File: src/uhr_pkg.sv
// Shared constants, field layouts and state types of the UART holding-register front end
package uhr_pkg;

  // Register indices; byte address is four times the index
  localparam logic [2:0] IDX_HOLD   = 3'h0;
  localparam logic [2:0] IDX_MASK   = 3'h1;
  localparam logic [2:0] IDX_IDENT  = 3'h2;
  localparam logic [2:0] IDX_LCTRL  = 3'h3;
  localparam logic [2:0] IDX_MCTRL  = 3'h4;
  localparam logic [2:0] IDX_LSTATE = 3'h5;
  localparam logic [2:0] IDX_MSTATE = 3'h6;
  localparam int unsigned ADDR_W    = 5;

  // Reset values
  localparam logic [7:0] MASK_RESET  = 8'h00;
  localparam logic [7:0] IDENT_NONE  = 8'h01;
  localparam logic [7:0] LCTRL_RESET = 8'h00;

  // Field positions
  localparam int unsigned LCTRL_DIV_BIT  = 7;
  localparam logic [7:0]  LCTRL_ENH_KEY  = 8'hbf;
  localparam int unsigned ENH_UNLOCK_BIT = 4;
  localparam int unsigned FC_EN_BIT      = 0;
  localparam int unsigned FC_RXRST_BIT   = 1;
  localparam int unsigned FC_TXRST_BIT   = 2;
  localparam int unsigned MASK_SLEEP_BIT = 4;

  // Identification codes, one per source, with CTS rise and RTS rise sharing ID_FLOW
  localparam logic [5:0] ID_LINE  = 6'h06;
  localparam logic [5:0] ID_RX    = 6'h04;
  localparam logic [5:0] ID_TX    = 6'h02;
  localparam logic [5:0] ID_MODEM = 6'h00;
  localparam logic [5:0] ID_XOFF  = 6'h10;
  localparam logic [5:0] ID_FLOW  = 6'h20;

  // Receive trigger levels selected by fifo_ctrl[7:6]
  localparam logic [5:0] RX_TRIG0 = 6'h01;
  localparam logic [5:0] RX_TRIG1 = 6'h08;
  localparam logic [5:0] RX_TRIG2 = 6'h10;
  localparam logic [5:0] RX_TRIG3 = 6'h1c;

  // 16x tick counts within one bit
  localparam logic [3:0] START_MID = 4'h7;
  localparam logic [3:0] BIT_LAST  = 4'hf;

  localparam logic [1:0] RESP_OKAY   = 2'h0;
  localparam logic [1:0] RESP_SLVERR = 2'h2;

  typedef struct packed {
    logic fifo_err;
    logic tx_all_empty;
    logic tx_hold_empty;
    logic brk;
    logic frame;
    logic parity;
    logic overrun;
    logic rx_ready;
  } uhr_lstate_t;

  typedef enum logic [1:0] {SER_IDLE, SER_START, SER_DATA, SER_STOP} uhr_ser_t;

endpackage : uhr_pkg

File: src/uhr_core.sv
// UART channel: holding registers, FIFOs, serial shifters and interrupt mask on AXI4-Lite
//
// Local design decisions: the register offsets and the AXI4-Lite interface to the registers.
`timescale 1ns/1ps
`default_nettype none

// Overview of operation
// - Holding write queues byte for the shifter
// - Transmit-empty flag set when nothing held
// - Receive holding read pops oldest byte
// - Start bit confirmed low at mid-bit
// - Mask bit 7: interrupt on CTS rise
// - Mask bit 6: interrupt on RTS rise
// - Mask bit 5 gates stop-character interrupt
// - Mask bit 4 selects sleep mode
// - Mask bit 3: any modem delta interrupts
// - Mask bit 2: receive errors interrupt
// - Mask bit 1: transmit empty interrupt
// - Mask bit 0: receive data/trigger interrupt
// - Mask register resets to zero
// - Ident shows receive at trigger level
// - Data ready set on push, cleared empty
// - Transmit interrupt cleared by ident read/holding write
// - Enabled requests drive channel interrupt pin
// - Mask bits 7:4 need enhanced unlock
// - Mask reachable only with divisor access off
module uhr_core
  import uhr_pkg::*;
#(
  parameter int unsigned DEPTH         = 32,
  parameter int unsigned CLKS_PER_TICK = 4,
  parameter logic [7:0]  XOFF_CHAR     = 8'h13
) (
  input  wire logic              aclk,
  input  wire logic              aresetn,
  input  wire logic [ADDR_W-1:0] awaddr,
  input  wire logic              awvalid,
  output logic                   awready,
  input  wire logic [31:0]       wdata,
  input  wire logic [3:0]        wstrb,
  input  wire logic              wvalid,
  output logic                   wready,
  output logic [1:0]             bresp,
  output logic                   bvalid,
  input  wire logic              bready,
  input  wire logic [ADDR_W-1:0] araddr,
  input  wire logic              arvalid,
  output logic                   arready,
  output logic [31:0]            rdata,
  output logic [1:0]             rresp,
  output logic                   rvalid,
  input  wire logic              rready,
  input  wire logic              rxd,
  input  wire logic              cts_pin,
  input  wire logic              dsr_pin,
  input  wire logic              ri_pin,
  input  wire logic              cd_pin,
  output logic                   txd,
  output logic                   rts_pin,
  output logic                   dtr_pin,
  output logic                   sleep_out,
  output logic                   irq_out_chan_a
);

  localparam int unsigned PW = $clog2(DEPTH);
  localparam int unsigned CW = PW + 1;

  if (DEPTH < 2 || (1 << PW) != DEPTH || CLKS_PER_TICK < 1 || CLKS_PER_TICK > 65535) begin : g_chk
    $error("uhr_core: DEPTH must be a power of two >= 2, CLKS_PER_TICK 1..65535");
  end

  function automatic logic [CW-1:0] fifo_lim(input logic en);
    fifo_lim = en ? CW'(DEPTH) : CW'(1);
  endfunction : fifo_lim

  function automatic logic [CW-1:0] trig_of(input logic [1:0] sel);
    case (sel)
      2'h0:    trig_of = CW'(RX_TRIG0);
      2'h1:    trig_of = CW'(RX_TRIG1);
      2'h2:    trig_of = CW'(RX_TRIG2);
      default: trig_of = CW'(RX_TRIG3);
    endcase
  endfunction : trig_of

  // ---------------- Bus slave
  logic       awready_q, wready_q, bvalid_q, arready_q, rvalid_q;
  logic       aw_have_q, w_have_q, wlane_q;
  logic [2:0] aw_idx_q;
  logic [7:0] wbyte_q;
  logic [1:0] bresp_q, rresp_q;
  logic [31:0] rdata_q;
  logic [7:0] mask_q, lctrl_q, fctrl_q, enh_q, rd_val;
  logic       rts_q, dtr_q;

  logic       wr_fire, wr_en, rd_fire, dlab, enh_sel;
  logic [2:0] ar_idx;
  assign wr_fire = aw_have_q & w_have_q & ~bvalid_q;
  assign wr_en   = wr_fire & wlane_q;
  assign rd_fire = arvalid & arready_q;
  assign ar_idx  = araddr[4:2];
  assign dlab    = lctrl_q[LCTRL_DIV_BIT];
  assign enh_sel = (lctrl_q == LCTRL_ENH_KEY);

  always_ff @(posedge aclk) begin
    if (!aresetn) begin
      awready_q <= 1'b0;
      wready_q  <= 1'b0;
      aw_have_q <= 1'b0;
      w_have_q  <= 1'b0;
      aw_idx_q  <= 3'h0;
      wbyte_q   <= 8'h00;
      wlane_q   <= 1'b0;
      bvalid_q  <= 1'b0;
      bresp_q   <= RESP_OKAY;
    end else begin
      if (awvalid && awready_q) begin
        aw_have_q <= 1'b1;
        aw_idx_q  <= awaddr[4:2];
        awready_q <= 1'b0;
      end else if (!aw_have_q && !bvalid_q) begin
        awready_q <= 1'b1;
      end
      if (wvalid && wready_q) begin
        w_have_q <= 1'b1;
        wbyte_q  <= wdata[7:0];
        wlane_q  <= wstrb[0];
        wready_q <= 1'b0;
      end else if (!w_have_q && !bvalid_q) begin
        wready_q <= 1'b1;
      end
      if (wr_fire) begin
        aw_have_q <= 1'b0;
        w_have_q  <= 1'b0;
        bvalid_q  <= 1'b1;
        bresp_q   <= (aw_idx_q == 3'h7) ? RESP_SLVERR : RESP_OKAY;
      end else if (bvalid_q && bready) begin
        bvalid_q <= 1'b0;
      end
    end
  end

  // Register writes; the divisor bank hides holding and mask slots
  logic wr_hold, wr_mask, rd_hold, rd_ident, rd_lstate, rd_mstate;
  assign wr_hold   = wr_en & (aw_idx_q == IDX_HOLD) & ~dlab;
  assign wr_mask   = wr_en & (aw_idx_q == IDX_MASK) & ~dlab;
  assign rd_hold   = rd_fire & (ar_idx == IDX_HOLD) & ~dlab;
  assign rd_ident  = rd_fire & (ar_idx == IDX_IDENT) & ~enh_sel;
  assign rd_lstate = rd_fire & (ar_idx == IDX_LSTATE);
  assign rd_mstate = rd_fire & (ar_idx == IDX_MSTATE);

  always_ff @(posedge aclk) begin
    if (!aresetn) begin
      mask_q  <= MASK_RESET;
      lctrl_q <= LCTRL_RESET;
      fctrl_q <= 8'h00;
      enh_q   <= 8'h00;
      rts_q   <= 1'b0;
      dtr_q   <= 1'b0;
    end else if (wr_en) begin
      if (wr_mask) begin
        mask_q[3:0] <= wbyte_q[3:0];
        if (enh_q[ENH_UNLOCK_BIT]) begin
          mask_q[7:4] <= wbyte_q[7:4];
        end
      end
      if (aw_idx_q == IDX_LCTRL) begin
        lctrl_q <= wbyte_q;
      end
      if (aw_idx_q == IDX_IDENT && enh_sel) begin
        enh_q <= wbyte_q;
      end
      if (aw_idx_q == IDX_IDENT && !enh_sel) begin
        fctrl_q <= {wbyte_q[7:3], 2'b00, wbyte_q[FC_EN_BIT]};
      end
      if (aw_idx_q == IDX_MCTRL) begin
        rts_q <= wbyte_q[1];
        dtr_q <= wbyte_q[0];
      end
    end
  end

  // ---------------- Transmit path
  logic [7:0]    tx_mem [DEPTH];
  logic [PW-1:0] tx_wp_q, tx_rp_q;
  logic [CW-1:0] tx_cnt_q;
  logic          fifo_en, tx_push, tx_pop, tx_rst, rx_rst;
  uhr_ser_t      tx_st_q, rx_st_q;
  logic [15:0]   tick_cnt_q;
  logic          tick;

  assign fifo_en = fctrl_q[FC_EN_BIT];
  assign tx_rst  = wr_en & (aw_idx_q == IDX_IDENT) & ~enh_sel & wbyte_q[FC_TXRST_BIT];
  assign rx_rst  = wr_en & (aw_idx_q == IDX_IDENT) & ~enh_sel & wbyte_q[FC_RXRST_BIT];
  // A write to a full holding register is dropped
  assign tx_push = wr_hold & (tx_cnt_q < fifo_lim(fifo_en));
  assign tx_pop  = (tx_st_q == SER_IDLE) & (tx_cnt_q != '0);
  assign tick    = (tick_cnt_q == 16'(CLKS_PER_TICK - 1));

  always_ff @(posedge aclk) begin
    if (!aresetn || tick) begin
      tick_cnt_q <= 16'h0000;
    end else begin
      tick_cnt_q <= tick_cnt_q + 16'h0001;
    end
  end

  always_ff @(posedge aclk) begin
    if (tx_push) begin
      tx_mem[tx_wp_q] <= wbyte_q;
    end
  end

  always_ff @(posedge aclk) begin
    if (!aresetn || tx_rst) begin
      tx_wp_q  <= '0;
      tx_rp_q  <= '0;
      tx_cnt_q <= '0;
    end else begin
      tx_wp_q  <= tx_wp_q + PW'(tx_push);
      tx_rp_q  <= tx_rp_q + PW'(tx_pop);
      tx_cnt_q <= tx_cnt_q + CW'(tx_push) - CW'(tx_pop);
    end
  end

  logic [7:0] tx_sh_q;
  logic [3:0] tx_sub_q;
  logic [2:0] tx_bit_q;
  logic       txd_q, tx_bit_end;
  assign tx_bit_end = tick & (tx_sub_q == BIT_LAST);

  always_ff @(posedge aclk) begin
    if (!aresetn) begin
      tx_st_q  <= SER_IDLE;
      tx_sh_q  <= 8'h00;
      tx_sub_q <= 4'h0;
      tx_bit_q <= 3'h0;
      txd_q    <= 1'b1;
    end else begin
      if (tick) begin
        tx_sub_q <= tx_sub_q + 4'h1;
      end
      case (tx_st_q)
        SER_IDLE: if (tx_pop) begin
          tx_sh_q  <= tx_mem[tx_rp_q];
          tx_sub_q <= 4'h0;
          txd_q    <= 1'b0;
          tx_st_q  <= SER_START;
        end
        SER_START: if (tx_bit_end) begin
          txd_q    <= tx_sh_q[0];
          tx_bit_q <= 3'h0;
          tx_st_q  <= SER_DATA;
        end
        SER_DATA: if (tx_bit_end) begin
          tx_sh_q  <= tx_sh_q >> 1;
          txd_q    <= (tx_bit_q == 3'h7) ? 1'b1 : tx_sh_q[1];
          tx_bit_q <= tx_bit_q + 3'h1;
          if (tx_bit_q == 3'h7) begin
            tx_st_q <= SER_STOP;
          end
        end
        SER_STOP: if (tx_bit_end) begin
          tx_st_q <= SER_IDLE;
        end
        default: tx_st_q <= SER_IDLE;
      endcase
    end
  end

  // ---------------- Receive path
  logic [4:0] in_m_q, in_s_q, in_p_q;
  logic       rx_fall;
  always_ff @(posedge aclk) begin
    if (!aresetn) begin
      in_m_q <= 5'h01;
      in_s_q <= 5'h01;
      in_p_q <= 5'h01;
    end else begin
      in_m_q <= {cd_pin, ri_pin, dsr_pin, cts_pin, rxd};
      in_s_q <= in_m_q;
      in_p_q <= in_s_q;
    end
  end
  assign rx_fall = in_p_q[0] & ~in_s_q[0];

  logic [7:0] rx_sh_q;
  logic [3:0] rx_sub_q;
  logic [2:0] rx_bit_q;
  logic       rx_end;
  assign rx_end = (rx_st_q == SER_STOP) & tick & (rx_sub_q == BIT_LAST);

  always_ff @(posedge aclk) begin
    if (!aresetn) begin
      rx_st_q  <= SER_IDLE;
      rx_sh_q  <= 8'h00;
      rx_sub_q <= 4'h0;
      rx_bit_q <= 3'h0;
    end else begin
      if (tick) begin
        rx_sub_q <= rx_sub_q + 4'h1;
      end
      case (rx_st_q)
        SER_IDLE: if (rx_fall) begin
          rx_sub_q <= 4'h0;
          rx_st_q  <= SER_START;
        end
        // Mid-bit check keeps a glitch from assembling a false character
        SER_START: if (tick && rx_sub_q == START_MID) begin
          rx_sub_q <= 4'h0;
          rx_bit_q <= 3'h0;
          rx_st_q  <= in_s_q[0] ? SER_IDLE : SER_DATA;
        end
        SER_DATA: if (tick && rx_sub_q == BIT_LAST) begin
          rx_sh_q  <= {in_s_q[0], rx_sh_q[7:1]};
          rx_bit_q <= rx_bit_q + 3'h1;
          if (rx_bit_q == 3'h7) begin
            rx_st_q <= SER_STOP;
          end
        end
        SER_STOP: if (rx_end) begin
          rx_st_q <= SER_IDLE;
        end
        default: rx_st_q <= SER_IDLE;
      endcase
    end
  end

  logic [7:0]    rx_mem [DEPTH];
  logic [PW-1:0] rx_wp_q, rx_rp_q;
  logic [CW-1:0] rx_cnt_q;
  logic          rx_push, rx_pop, rx_frame;
  assign rx_push  = rx_end & (rx_cnt_q < fifo_lim(fifo_en));
  assign rx_pop   = rd_hold & (rx_cnt_q != '0);
  assign rx_frame = rx_end & ~in_s_q[0];

  always_ff @(posedge aclk) begin
    if (rx_push) begin
      rx_mem[rx_wp_q] <= rx_sh_q;
    end
  end

  always_ff @(posedge aclk) begin
    if (!aresetn || rx_rst) begin
      rx_wp_q  <= '0;
      rx_rp_q  <= '0;
      rx_cnt_q <= '0;
    end else begin
      rx_wp_q  <= rx_wp_q + PW'(rx_push);
      rx_rp_q  <= rx_rp_q + PW'(rx_pop);
      rx_cnt_q <= rx_cnt_q + CW'(rx_push) - CW'(rx_pop);
    end
  end

  // ---------------- Status and interrupt sources; a set always beats a clear
  uhr_lstate_t ls;
  logic       overrun_q, frame_q, brk_q, ferr_q, tx_int_q, xoff_q, cts_rise_q, rts_rise_q;
  logic       rts_p_q, rx_lvl;
  logic [3:0] delta_q;
  logic [7:0] src;
  logic [5:0] id_code;

  always_comb begin
    ls               = '0;
    ls.rx_ready      = (rx_cnt_q != '0);
    ls.overrun       = overrun_q;
    ls.frame         = frame_q;
    ls.brk           = brk_q;
    ls.fifo_err      = ferr_q;
    ls.tx_hold_empty = (tx_cnt_q == '0);
    ls.tx_all_empty  = (tx_cnt_q == '0) & (tx_st_q == SER_IDLE);
  end

  assign rx_lvl = fifo_en ? (rx_cnt_q >= trig_of(fctrl_q[7:6])) : ls.rx_ready;
  assign src    = {cts_rise_q, rts_rise_q, xoff_q, 1'b0, |delta_q,
                   |{ls.brk, ls.frame, ls.parity, ls.overrun}, tx_int_q, rx_lvl};

  always_comb begin
    if (src[2] && mask_q[2]) begin
      id_code = ID_LINE;
    end else if (src[0] && mask_q[0]) begin
      id_code = ID_RX;
    end else if (src[1] && mask_q[1]) begin
      id_code = ID_TX;
    end else if (src[3] && mask_q[3]) begin
      id_code = ID_MODEM;
    end else if (src[5] && mask_q[5]) begin
      id_code = ID_XOFF;
    end else if (|(src[7:6] & mask_q[7:6])) begin
      id_code = ID_FLOW;
    end else begin
      id_code = IDENT_NONE[5:0];
    end
  end

  always_ff @(posedge aclk) begin
    if (!aresetn) begin
      overrun_q  <= 1'b0;
      frame_q    <= 1'b0;
      brk_q      <= 1'b0;
      ferr_q     <= 1'b0;
      delta_q    <= 4'h0;
      tx_int_q   <= 1'b1;
      xoff_q     <= 1'b0;
      cts_rise_q <= 1'b0;
      rts_rise_q <= 1'b0;
      rts_p_q    <= 1'b0;
    end else begin
      rts_p_q    <= rts_q;
      overrun_q  <= (rx_end & ~rx_push) | (overrun_q & ~rd_lstate);
      frame_q    <= rx_frame | (frame_q & ~rd_lstate);
      brk_q      <= (rx_frame & (rx_sh_q == 8'h00)) | (brk_q & ~rd_lstate);
      ferr_q     <= (rx_frame & fifo_en) | (ferr_q & ~rd_lstate);
      delta_q    <= (in_s_q[4:1] ^ in_p_q[4:1]) | (delta_q & {4{~rd_mstate}});
      tx_int_q   <= (tx_pop & (tx_cnt_q == CW'(1)) & ~tx_push)
                  | (tx_int_q & ~wr_hold & ~(rd_ident && id_code == ID_TX));
      xoff_q     <= (rx_push & (rx_sh_q == XOFF_CHAR))
                  | (xoff_q & ~(rd_ident && id_code == ID_XOFF));
      cts_rise_q <= (in_s_q[1] & ~in_p_q[1]) | (cts_rise_q & ~(rd_ident && id_code == ID_FLOW));
      rts_rise_q <= (rts_q & ~rts_p_q) | (rts_rise_q & ~(rd_ident && id_code == ID_FLOW));
    end
  end

  // ---------------- Pins
  logic irq_q, sleep_q;
  always_ff @(posedge aclk) begin
    if (!aresetn) begin
      irq_q   <= 1'b0;
      sleep_q <= 1'b0;
    end else begin
      irq_q   <= |(src & mask_q);
      sleep_q <= mask_q[MASK_SLEEP_BIT] & ls.tx_all_empty
               & (rx_st_q == SER_IDLE) & (rx_cnt_q == '0);
    end
  end

  // ---------------- Read channel; side effects happen on address acceptance
  always_comb begin
    case (ar_idx)
      IDX_HOLD:   rd_val = (dlab || rx_cnt_q == '0) ? 8'h00 : rx_mem[rx_rp_q];
      IDX_MASK:   rd_val = dlab ? 8'h00
                         : {enh_q[ENH_UNLOCK_BIT] ? mask_q[7:4] : 4'h0, mask_q[3:0]};
      IDX_IDENT:  rd_val = enh_sel ? enh_q : {{2{fifo_en}}, id_code};
      IDX_LCTRL:  rd_val = lctrl_q;
      IDX_MCTRL:  rd_val = {6'h00, rts_q, dtr_q};
      IDX_LSTATE: rd_val = ls;
      IDX_MSTATE: rd_val = {in_s_q[4:1], delta_q};
      default:    rd_val = 8'h00;
    endcase
  end

  always_ff @(posedge aclk) begin
    if (!aresetn) begin
      arready_q <= 1'b0;
      rvalid_q  <= 1'b0;
      rdata_q   <= 32'h0000_0000;
      rresp_q   <= RESP_OKAY;
    end else if (rd_fire) begin
      arready_q <= 1'b0;
      rvalid_q  <= 1'b1;
      rdata_q   <= {24'h00_0000, rd_val};
      rresp_q   <= (ar_idx == 3'h7) ? RESP_SLVERR : RESP_OKAY;
    end else if (rvalid_q && rready) begin
      rvalid_q <= 1'b0;
    end else if (!rvalid_q) begin
      arready_q <= 1'b1;
    end
  end

  assign awready        = awready_q;
  assign wready         = wready_q;
  assign bvalid         = bvalid_q;
  assign bresp          = bresp_q;
  assign arready        = arready_q;
  assign rvalid         = rvalid_q;
  assign rdata          = rdata_q;
  assign rresp          = rresp_q;
  assign txd            = txd_q;
  assign rts_pin        = rts_q;
  assign dtr_pin        = dtr_q;
  assign sleep_out      = sleep_q;
  assign irq_out_chan_a = irq_q;
endmodule : uhr_core

`default_nettype wire

File: config.mk
export PLATFORM = sky130hd
export DESIGN_NAME = uhr_core
export DESIGN_NICKNAME = d
export VERILOG_FILES = /design/src/uhr_pkg.sv /design/src/uhr_core.sv
export SDC_FILE = /design/constraint.sdc
export NUM_CORES = 1
export LEC_CHECK = 0
export BUFFER_PORTS_ARGS = -buffer_cell sky130_fd_sc_hd__buf_4
export CORE_ASPECT_RATIO = 1.2
export CORE_UTILIZATION = 55
export DETAILED_ROUTE_END_ITERATION = 7
export PLACE_DENSITY = 0.72
export SETUP_SLACK_MARGIN = 0.2
export SYNTH_ARGS = -nofsm -noshare
export SYNTH_HDL_FRONTEND = slang
export SYNTH_SLANG_ARGS = --single-unit
File: constraint.sdc
create_clock -name aclk -period 3.9 [get_ports aclk]
set_input_delay 0.78 -clock aclk [delete_from_list [all_inputs] [get_ports aclk]]
set_output_delay 0.78 -clock aclk [all_outputs]
set_load 0.02 [all_outputs]
==> results of run 1 <==
==> synth_stat cells (all sizes together), types with 6 or more instances <==
library cell / n / area [um2]
a211oi: 9 / 80.1
a21oi: 83 / 415
a22o: 8 / 70.1
a22oi: 16 / 120
a31oi: 6 / 37.5
and2: 23 / 144
and3: 25 / 156
buf: 63 / 392
clkbuf: 55 / 206
dfxtp: 171 / 3420
edfxtp: 512 / 15400
ha: 45 / 563
inv: 54 / 203
mux2: 10 / 113
mux2i: 67 / 671
mux4: 120 / 2700
nand2: 117 / 439
nand2b: 14 / 87.6
nand3: 55 / 275
nand3b: 14 / 105
nand4: 20 / 131
nand4b: 8 / 70.1
nor2: 157 / 607
nor2b: 13 / 81.3
nor3: 15 / 75.1
nor3b: 9 / 67.6
o21ai: 44 / 220
o221ai: 14 / 123
o22ai: 8 / 50.1
or3b: 8 / 70.1
xnor2: 13 / 114
xor2: 26 / 228
==> how the worst max path moves through the flow <==
| stage | start | endpoint | slack [ns] | cells after the start |
|---|---|---|---|---|
| global route | tick_cnt_q[0] | rx_cnt_q[4] | 0.23 | 14 |
| CTS | tick_cnt_q[0] | rx_mem[17][0] | 0.12 | 7 |
| detailed placement | tick_cnt_q[0] | rx_mem[20][1] | 0.16 | 7 |
| floorplan | araddr[3] | rx_cnt_q[4] | 0.86 | 13 |
| finish | tick_cnt_q[0] | rx_cnt_q[4] | 0.53 | 14 |
| global placement | tick_cnt_q[0] | rx_mem[21][1] | 0.23 | 7 |
==> layout by cell type (no fill, tap or decap), types with 16 or more instances in the layout <==
master / count
edfxtp_1: 512
dfxtp_1: 166
nor2_1: 138
mux4_2: 120
buf_4: 120
nand2_1: 117
a21oi_1: 83
clkbuf_16: 68
mux2i_1: 67
nand3_1: 55
inv_1: 53
ha_1: 45
o21ai_0: 44
xor2_1: 26
conb_1: 26
and3_1: 25
and2_1: 22
clkbuf_1: 21
nand4_1: 19
a22oi_1: 16
==> stage by stage <==
| step | hold slack (ns) | cell area [um2] | util [%] | power, mW |
|---|---|---|---|---|
| floorplan | 0.386 | 28200 | - | 9.54 |
| finish | 0.397 | 31500 | 62.6 | 16.0 |
| CTS | 0.365 | 31400 | 62.4 | 16.1 |
| detailed placement | 0.399 | 29300 | 58.3 | 10.0 |
| global route | 0.389 | 31500 | 62.6 | 16.5 |
| global placement | 0.393 | 29300 | 58.3 | 9.96 |
==> where the power goes <==
group	internal [mW]	switching (mW)	total [mW]
clock network	3.44	2.67	6.11
registers	7.86	0.163	8.03
logic	0.857	0.963	1.82
total	12.2	3.79	16.0
==> critical path: cells and delay by family, from the launching register on <==
| family | cells | cell delay (ns) |
|---|---|---|
| xor+xnor | 1 | 0.16 |
| simple gates | 7 | 1.43 |
| compound gates | 1 | 0.16 |
| fa+ha+maj | 4 | 1.14 |
| flops | 1 | 0.34 |
| buf+inv | 1 | 0.04 |
==> layout make-up <==
class | instances | area share (%)
clock buffer | 89 | 5.65
sequential | 683 | 59.7
multi-input combinational | 1047 | 27.5
timing repair buffer | 124 | 3.11
inverter | 54 | 0.643
tap | 644 | 2.56
clock inverter | 31 | 0.866
==> what timing repair did <==
item	CTS	global route
gates resized for setup	3	15
setup endpoints to repair	49	98
setup buffers	0	4
gates cloned	0	0
==> layer usage <==
metal / part of all wire (%) / routed length [um] / up-vias / global-route usage (%)
met4: 3.9 / 2310 / 0 / 10.8
met1: 40 / 23700 / 8006 / 28.7
met3: 4.7 / 2830 / 133 / 3.66
met5: 0 / 0 / - / 0
met2: 52 / 30900 / 453 / 40.9
li1: - / - / 7328 / -
==> logic make-up (layout without fill, tap and decap cells) <==
logic type / Yosys count / after routing
AOI/OAI and AO/OA: 231 / 231
xor gates and xnor gates: 39 / 39
adders and majority gates: 47 / 47
buffers and inverters: 172 / 298
DFF: 683 / 683
muxes: 197 / 197
other: 1 / 26
and+or+nand+nor: 507 / 507
==> results.toml, run 1 <==
[logic_synthesis]
synth-adder-area-share_pct = 2.15
postSynthCellCount = 1877
synth_compound_area_share_pct = 5.29
synthesis.area_per_instance_um2 = 15.0
synthXorXnorAreaFrac_pct = 1.22
synthesis.area_mm2 = 0.0281
ys.warnings.count = 0
synthDistinctLibCells = 68
synth_ff_type = "edfxtp_1"
synthMuxAreaShare_pct = 12.4
synth_seq_area_share_pct = 66.9
async_flop_share_pct = 0
synth_edf_count = 512
synth_simple_gate_area_share_pct = 9.13
synth-seq-cells = 683
synth_top_family_by_area = "multiplexers"

[timing]
worst_pin_slew_ns = 1.33
max_slew_margin_pct = 11.0
min_period_over_period_pct = 86.4
finalSetupTns_ns = 0
period_needed_ns = 3.37
setup_viol = 0
postLayoutSetupSlackWorst_ns = 0.531
fmax_mhz = 297
slew_violations = 0
finClkSkew_ns = 0.0288
rsz0062_at_grt = "no"
finalHoldViolCount = 0

[worst_setup_path]
worstPathCellList = "ha_1 -> nor4b_2 -> and4_1 -> nor4bb_2 -> nand2_1 -> ha_1 -> inv_1 -> ha_1 -> fa_1 -> a21oi_1 -> nor2_1 -> nor2_1 -> xor2_1 -> nor2_1"
r2r_start = "tick_cnt_q[0]"
critPathLaunchType = "register"
cp_slowest_cell = "fa_1"
timing.rr.end = "rx_cnt_q[4]"
cpPeakStageDelay_ns = 0.40
endpoint_kind = "register"
worstSetupPathType = "register to register"
rr_worst_depth = 14
cp_max_fo = 4
cp.required_ns = 4.37
r2r_slack_ns = 0.53
critical_path_arrival_ns = 3.84

[placement]
pre_cts_slack_ns = 0.164
post-dp-hpwl_um = 38900
gp_congestion = 0.863
port_buffers = 46
place.detailed.instances = 2548

[cts]
clock_path_buffers = 3
cts_made_buffers = 66
cts_hold_buf = 0
cts_root_buf = "clkbuf_16"
insertion_delay_ns = 0.61
clk_pin_slew_worst_paths_ns = 0.06
htree_num_levels = 3
tritoncts = "yes"
cts_sinks = 683

[detailed_routing]
wl_per_cell_um = 22.4
wl_um = 59700
drt_iter0_markers = 1307
dr.pass1.iters = 5
viasPerCell = 5.96
drc = 0
vias = 15900
antenna_left = 0

[cells_and_area]
antennaDiodeCount = 0
n_fill_cell = 3607
num-nets-final = 2081
reg_top3 = "rx_mem: 256 flops, tx_mem: 256 flops, tick_cnt_q: 16 flops"
layout-drive-gt1-share_pct = 19.3
layout.area.seq_mm2 = 0.0188
multi_input_comb_area_mm2 = 0.00865
fin_cells = 2672
area_delta_synth_final_pct = 12.2

[die]
core_mm2 = 0.0503
initial_core_util_pct = 55.8
row_count = 90
dieHeight_um = 250
die-area_mm2 = 0.0520
io_pins = 104
die_w_um = 208

[global_routing]
grt_pass1_wl_um = 92700
first_global_vias = 16200
grt_max_degree = 61
antenna_found_initial = 0
overflow = 0
grt.total_usage_pct = 23.5

[hold_path]
hold_depth = 2
hold_class = "input pin to register"
holdCritStartpoint = "cd_pin"
min_to = "in_m_q[4]"

[pwr]
total_leakage_power_nw = 10.8
peakVddDrop_v = 0.000542
powerDensity_mw_per_mm2 = 507

[flow_run]
drv_cap = 0

[status]
status = "completed"
No activity file was read; power rests on OpenSTA's default activity.
==> run 2: changes to the inputs <==
Clock period 3.9 ns to 4.11 ns, I/O delays scaled along.
==> run 2 against run 1 <==
  * Critical path type unchanged
  * Via count rose by 0.11%
  * Worst setup slack got worse by 0.060 ns
  * Critical path depth fell by 7
  * Critical endpoint is now rx_mem[5][6]
==> results.toml, run 2 (synthesis results as in run 1) <==
[status]
status = "completed"

[timing]
finalHoldViolCount = 0
finalSetupTns_ns = 0
period_needed_ns = 3.64
rsz0062_at_grt = "no"
max_slew_margin_pct = 10.5
setup_viol = 0
slew_violations = 0
fmax_mhz = 275
min_period_over_period_pct = 88.6
worst_pin_slew_ns = 1.34
finClkSkew_ns = 0.0319

[cts]
cts_made_buffers = 66
cts_hold_buf = 0
ctsResizeCount = 0
insertion_delay_ns = 0.60
clock_path_buffers = 3
tritoncts = "yes"
post_cts.repair.setup_buffers = 0
htree_num_levels = 3
clk_pin_slew_worst_paths_ns = 0.06
cts_root_buf = "clkbuf_16"
cts_sinks = 683

[detailed_routing]
drc = 0
antenna_left = 0
vias = 15900
dr.pass1.iters = 7
drt_iter0_markers = 1189
wl_per_cell_um = 22.8
wl_um = 60200
viasPerCell = 6.03

[cells_and_area]
layout-drive-gt1-share_pct = 18.0
multi_input_comb_area_mm2 = 0.00859
layout.area.seq_mm2 = 0.0188
antennaDiodeCount = 0
n_fill_cell = 3592
layout_commonest_cell = "edfxtp_1"
layout_common_cells = "edfxtp_1, dfxtp_1, nor2_1"
num-nets-final = 2053
area_delta_synth_final_pct = 12.0
reg_top3 = "rx_mem: 256 flops, tx_mem: 256 flops, tick_cnt_q: 16 flops"
fin_util_pct = 62.5

[worst_setup_path]
cp.required_ns = 4.33
crit_family = "simple AND/OR/NAND/NOR gates"
endpoint = "rx_mem[5][6]"
cp_max_fo = 8
worst-path-stages = 7
cpPeakStageDelay_ns = 0.83
critical_path_arrival_ns = 3.86
timing.rr.end = "rx_mem[5][6]"
cp_slowest_cell = "nor2_1"
crit_path_start = "tick_cnt_q[0]"
rr_worst_depth = 7
critPathBufInv = 1
critPathLaunchType = "register"
worstPathCellList = "ha_1 -> nor4b_2 -> and4_1 -> nor4bb_1 -> buf_4 -> nand4b_1 -> nor2_1"
worstSetupPathType = "register to register"
r2r_slack_ns = 0.47
r2r_start = "tick_cnt_q[0]"
endpoint_kind = "register"

[pwr]
pwr-share-seq_pct = 48.7
switching_share_pct = 23.2
p_int_mw = 12.0
powerDensity_mw_per_mm2 = 498
peakVddDrop_v = 0.000482
total_leakage_power_nw = 10.8
p_sw_mw = 3.64
p_clk_share_pct = 40.3
pwr-share-comb_pct = 11.1

[placement]
gp_congestion = 0.851
post-dp-hpwl_um = 39200
port_buffers = 46

[die]
dieHeight_um = 250
io_pins = 104
die_w_um = 208
die-area_mm2 = 0.0520
core_mm2 = 0.0503
row_count = 90
initial_core_util_pct = 55.8

[flow_run]
drv_cap = 0

[global_routing]
antenna_found_initial = 0
grt_max_degree = 46
overflow = 0
grt.total_usage_pct = 23.5
first_global_vias = 16300
grt_pass1_wl_um = 93000

[hold_path]
hold_class = "input pin to register"
hold_depth = 2
holdCritStartpoint = "rxd"
==> run 2: area by class of cell <==
cell class	instances	area share [%]
inverters	54	0.645
multi-input cells	1047	27.3
clock inverters	36	1.51
well taps	644	2.56
repair buffers	96	2.41
flip-flops and latches	683	59.8
clock buffers	84	5.73
==> run 2: worst min path at each step <==
stage	end	slack (ns)
finish	in_m_q[0]	0.40
global route	in_m_q[0]	0.41
CTS	in_m_q[0]	0.38
floorplan	in_s_q[0]	0.39
global placement	rts_rise_q	0.39
detailed placement	rts_rise_q	0.42
==> run 2: stage by stage <==
step / setup slack [ns] / hold WS, ns / std cells / power (mW) / area, um2
2_1_floorplan: 1.02 / 0.386 / 1902 / 9.06 / 28200
3_3_place_gp: 0.515 / 0.393 / 2524 / 9.46 / 29200
3_5_place_dp: 0.474 / 0.420 / 2524 / 9.51 / 29200
4_1_cts: 0.441 / 0.382 / 2644 / 15.8 / 31400
5_1_grt: 0.213 / 0.406 / 2644 / 16.2 / 31400
6_report: 0.470 / 0.404 / 2644 / 15.7 / 31400
==> run 2: power groups by stage <==
| stage | Combinational, mW | Clock, mW | Sequential, mW |
|---|---|---|---|
| finish | 1.73 | 6.31 | 7.62 |
| global route | 1.89 | 6.65 | 7.64 |
| CTS | 1.75 | 6.41 | 7.63 |
| detailed placement | 1.74 | 0 | 7.78 |
| global placement | 1.69 | 0 | 7.77 |
| floorplan | 1.37 | 0 | 7.69 |
==> run 2: per-layer routing <==
layer  global-route usage, %  vias to the layer above  wire, um
li1                        -                     7278         -
met1                    29.2                     8063     23900
met2                    41.7                      487     31600
met3                    2.94                      109      2840
met4                    8.91                        0      1830
met5                       0                        -         0
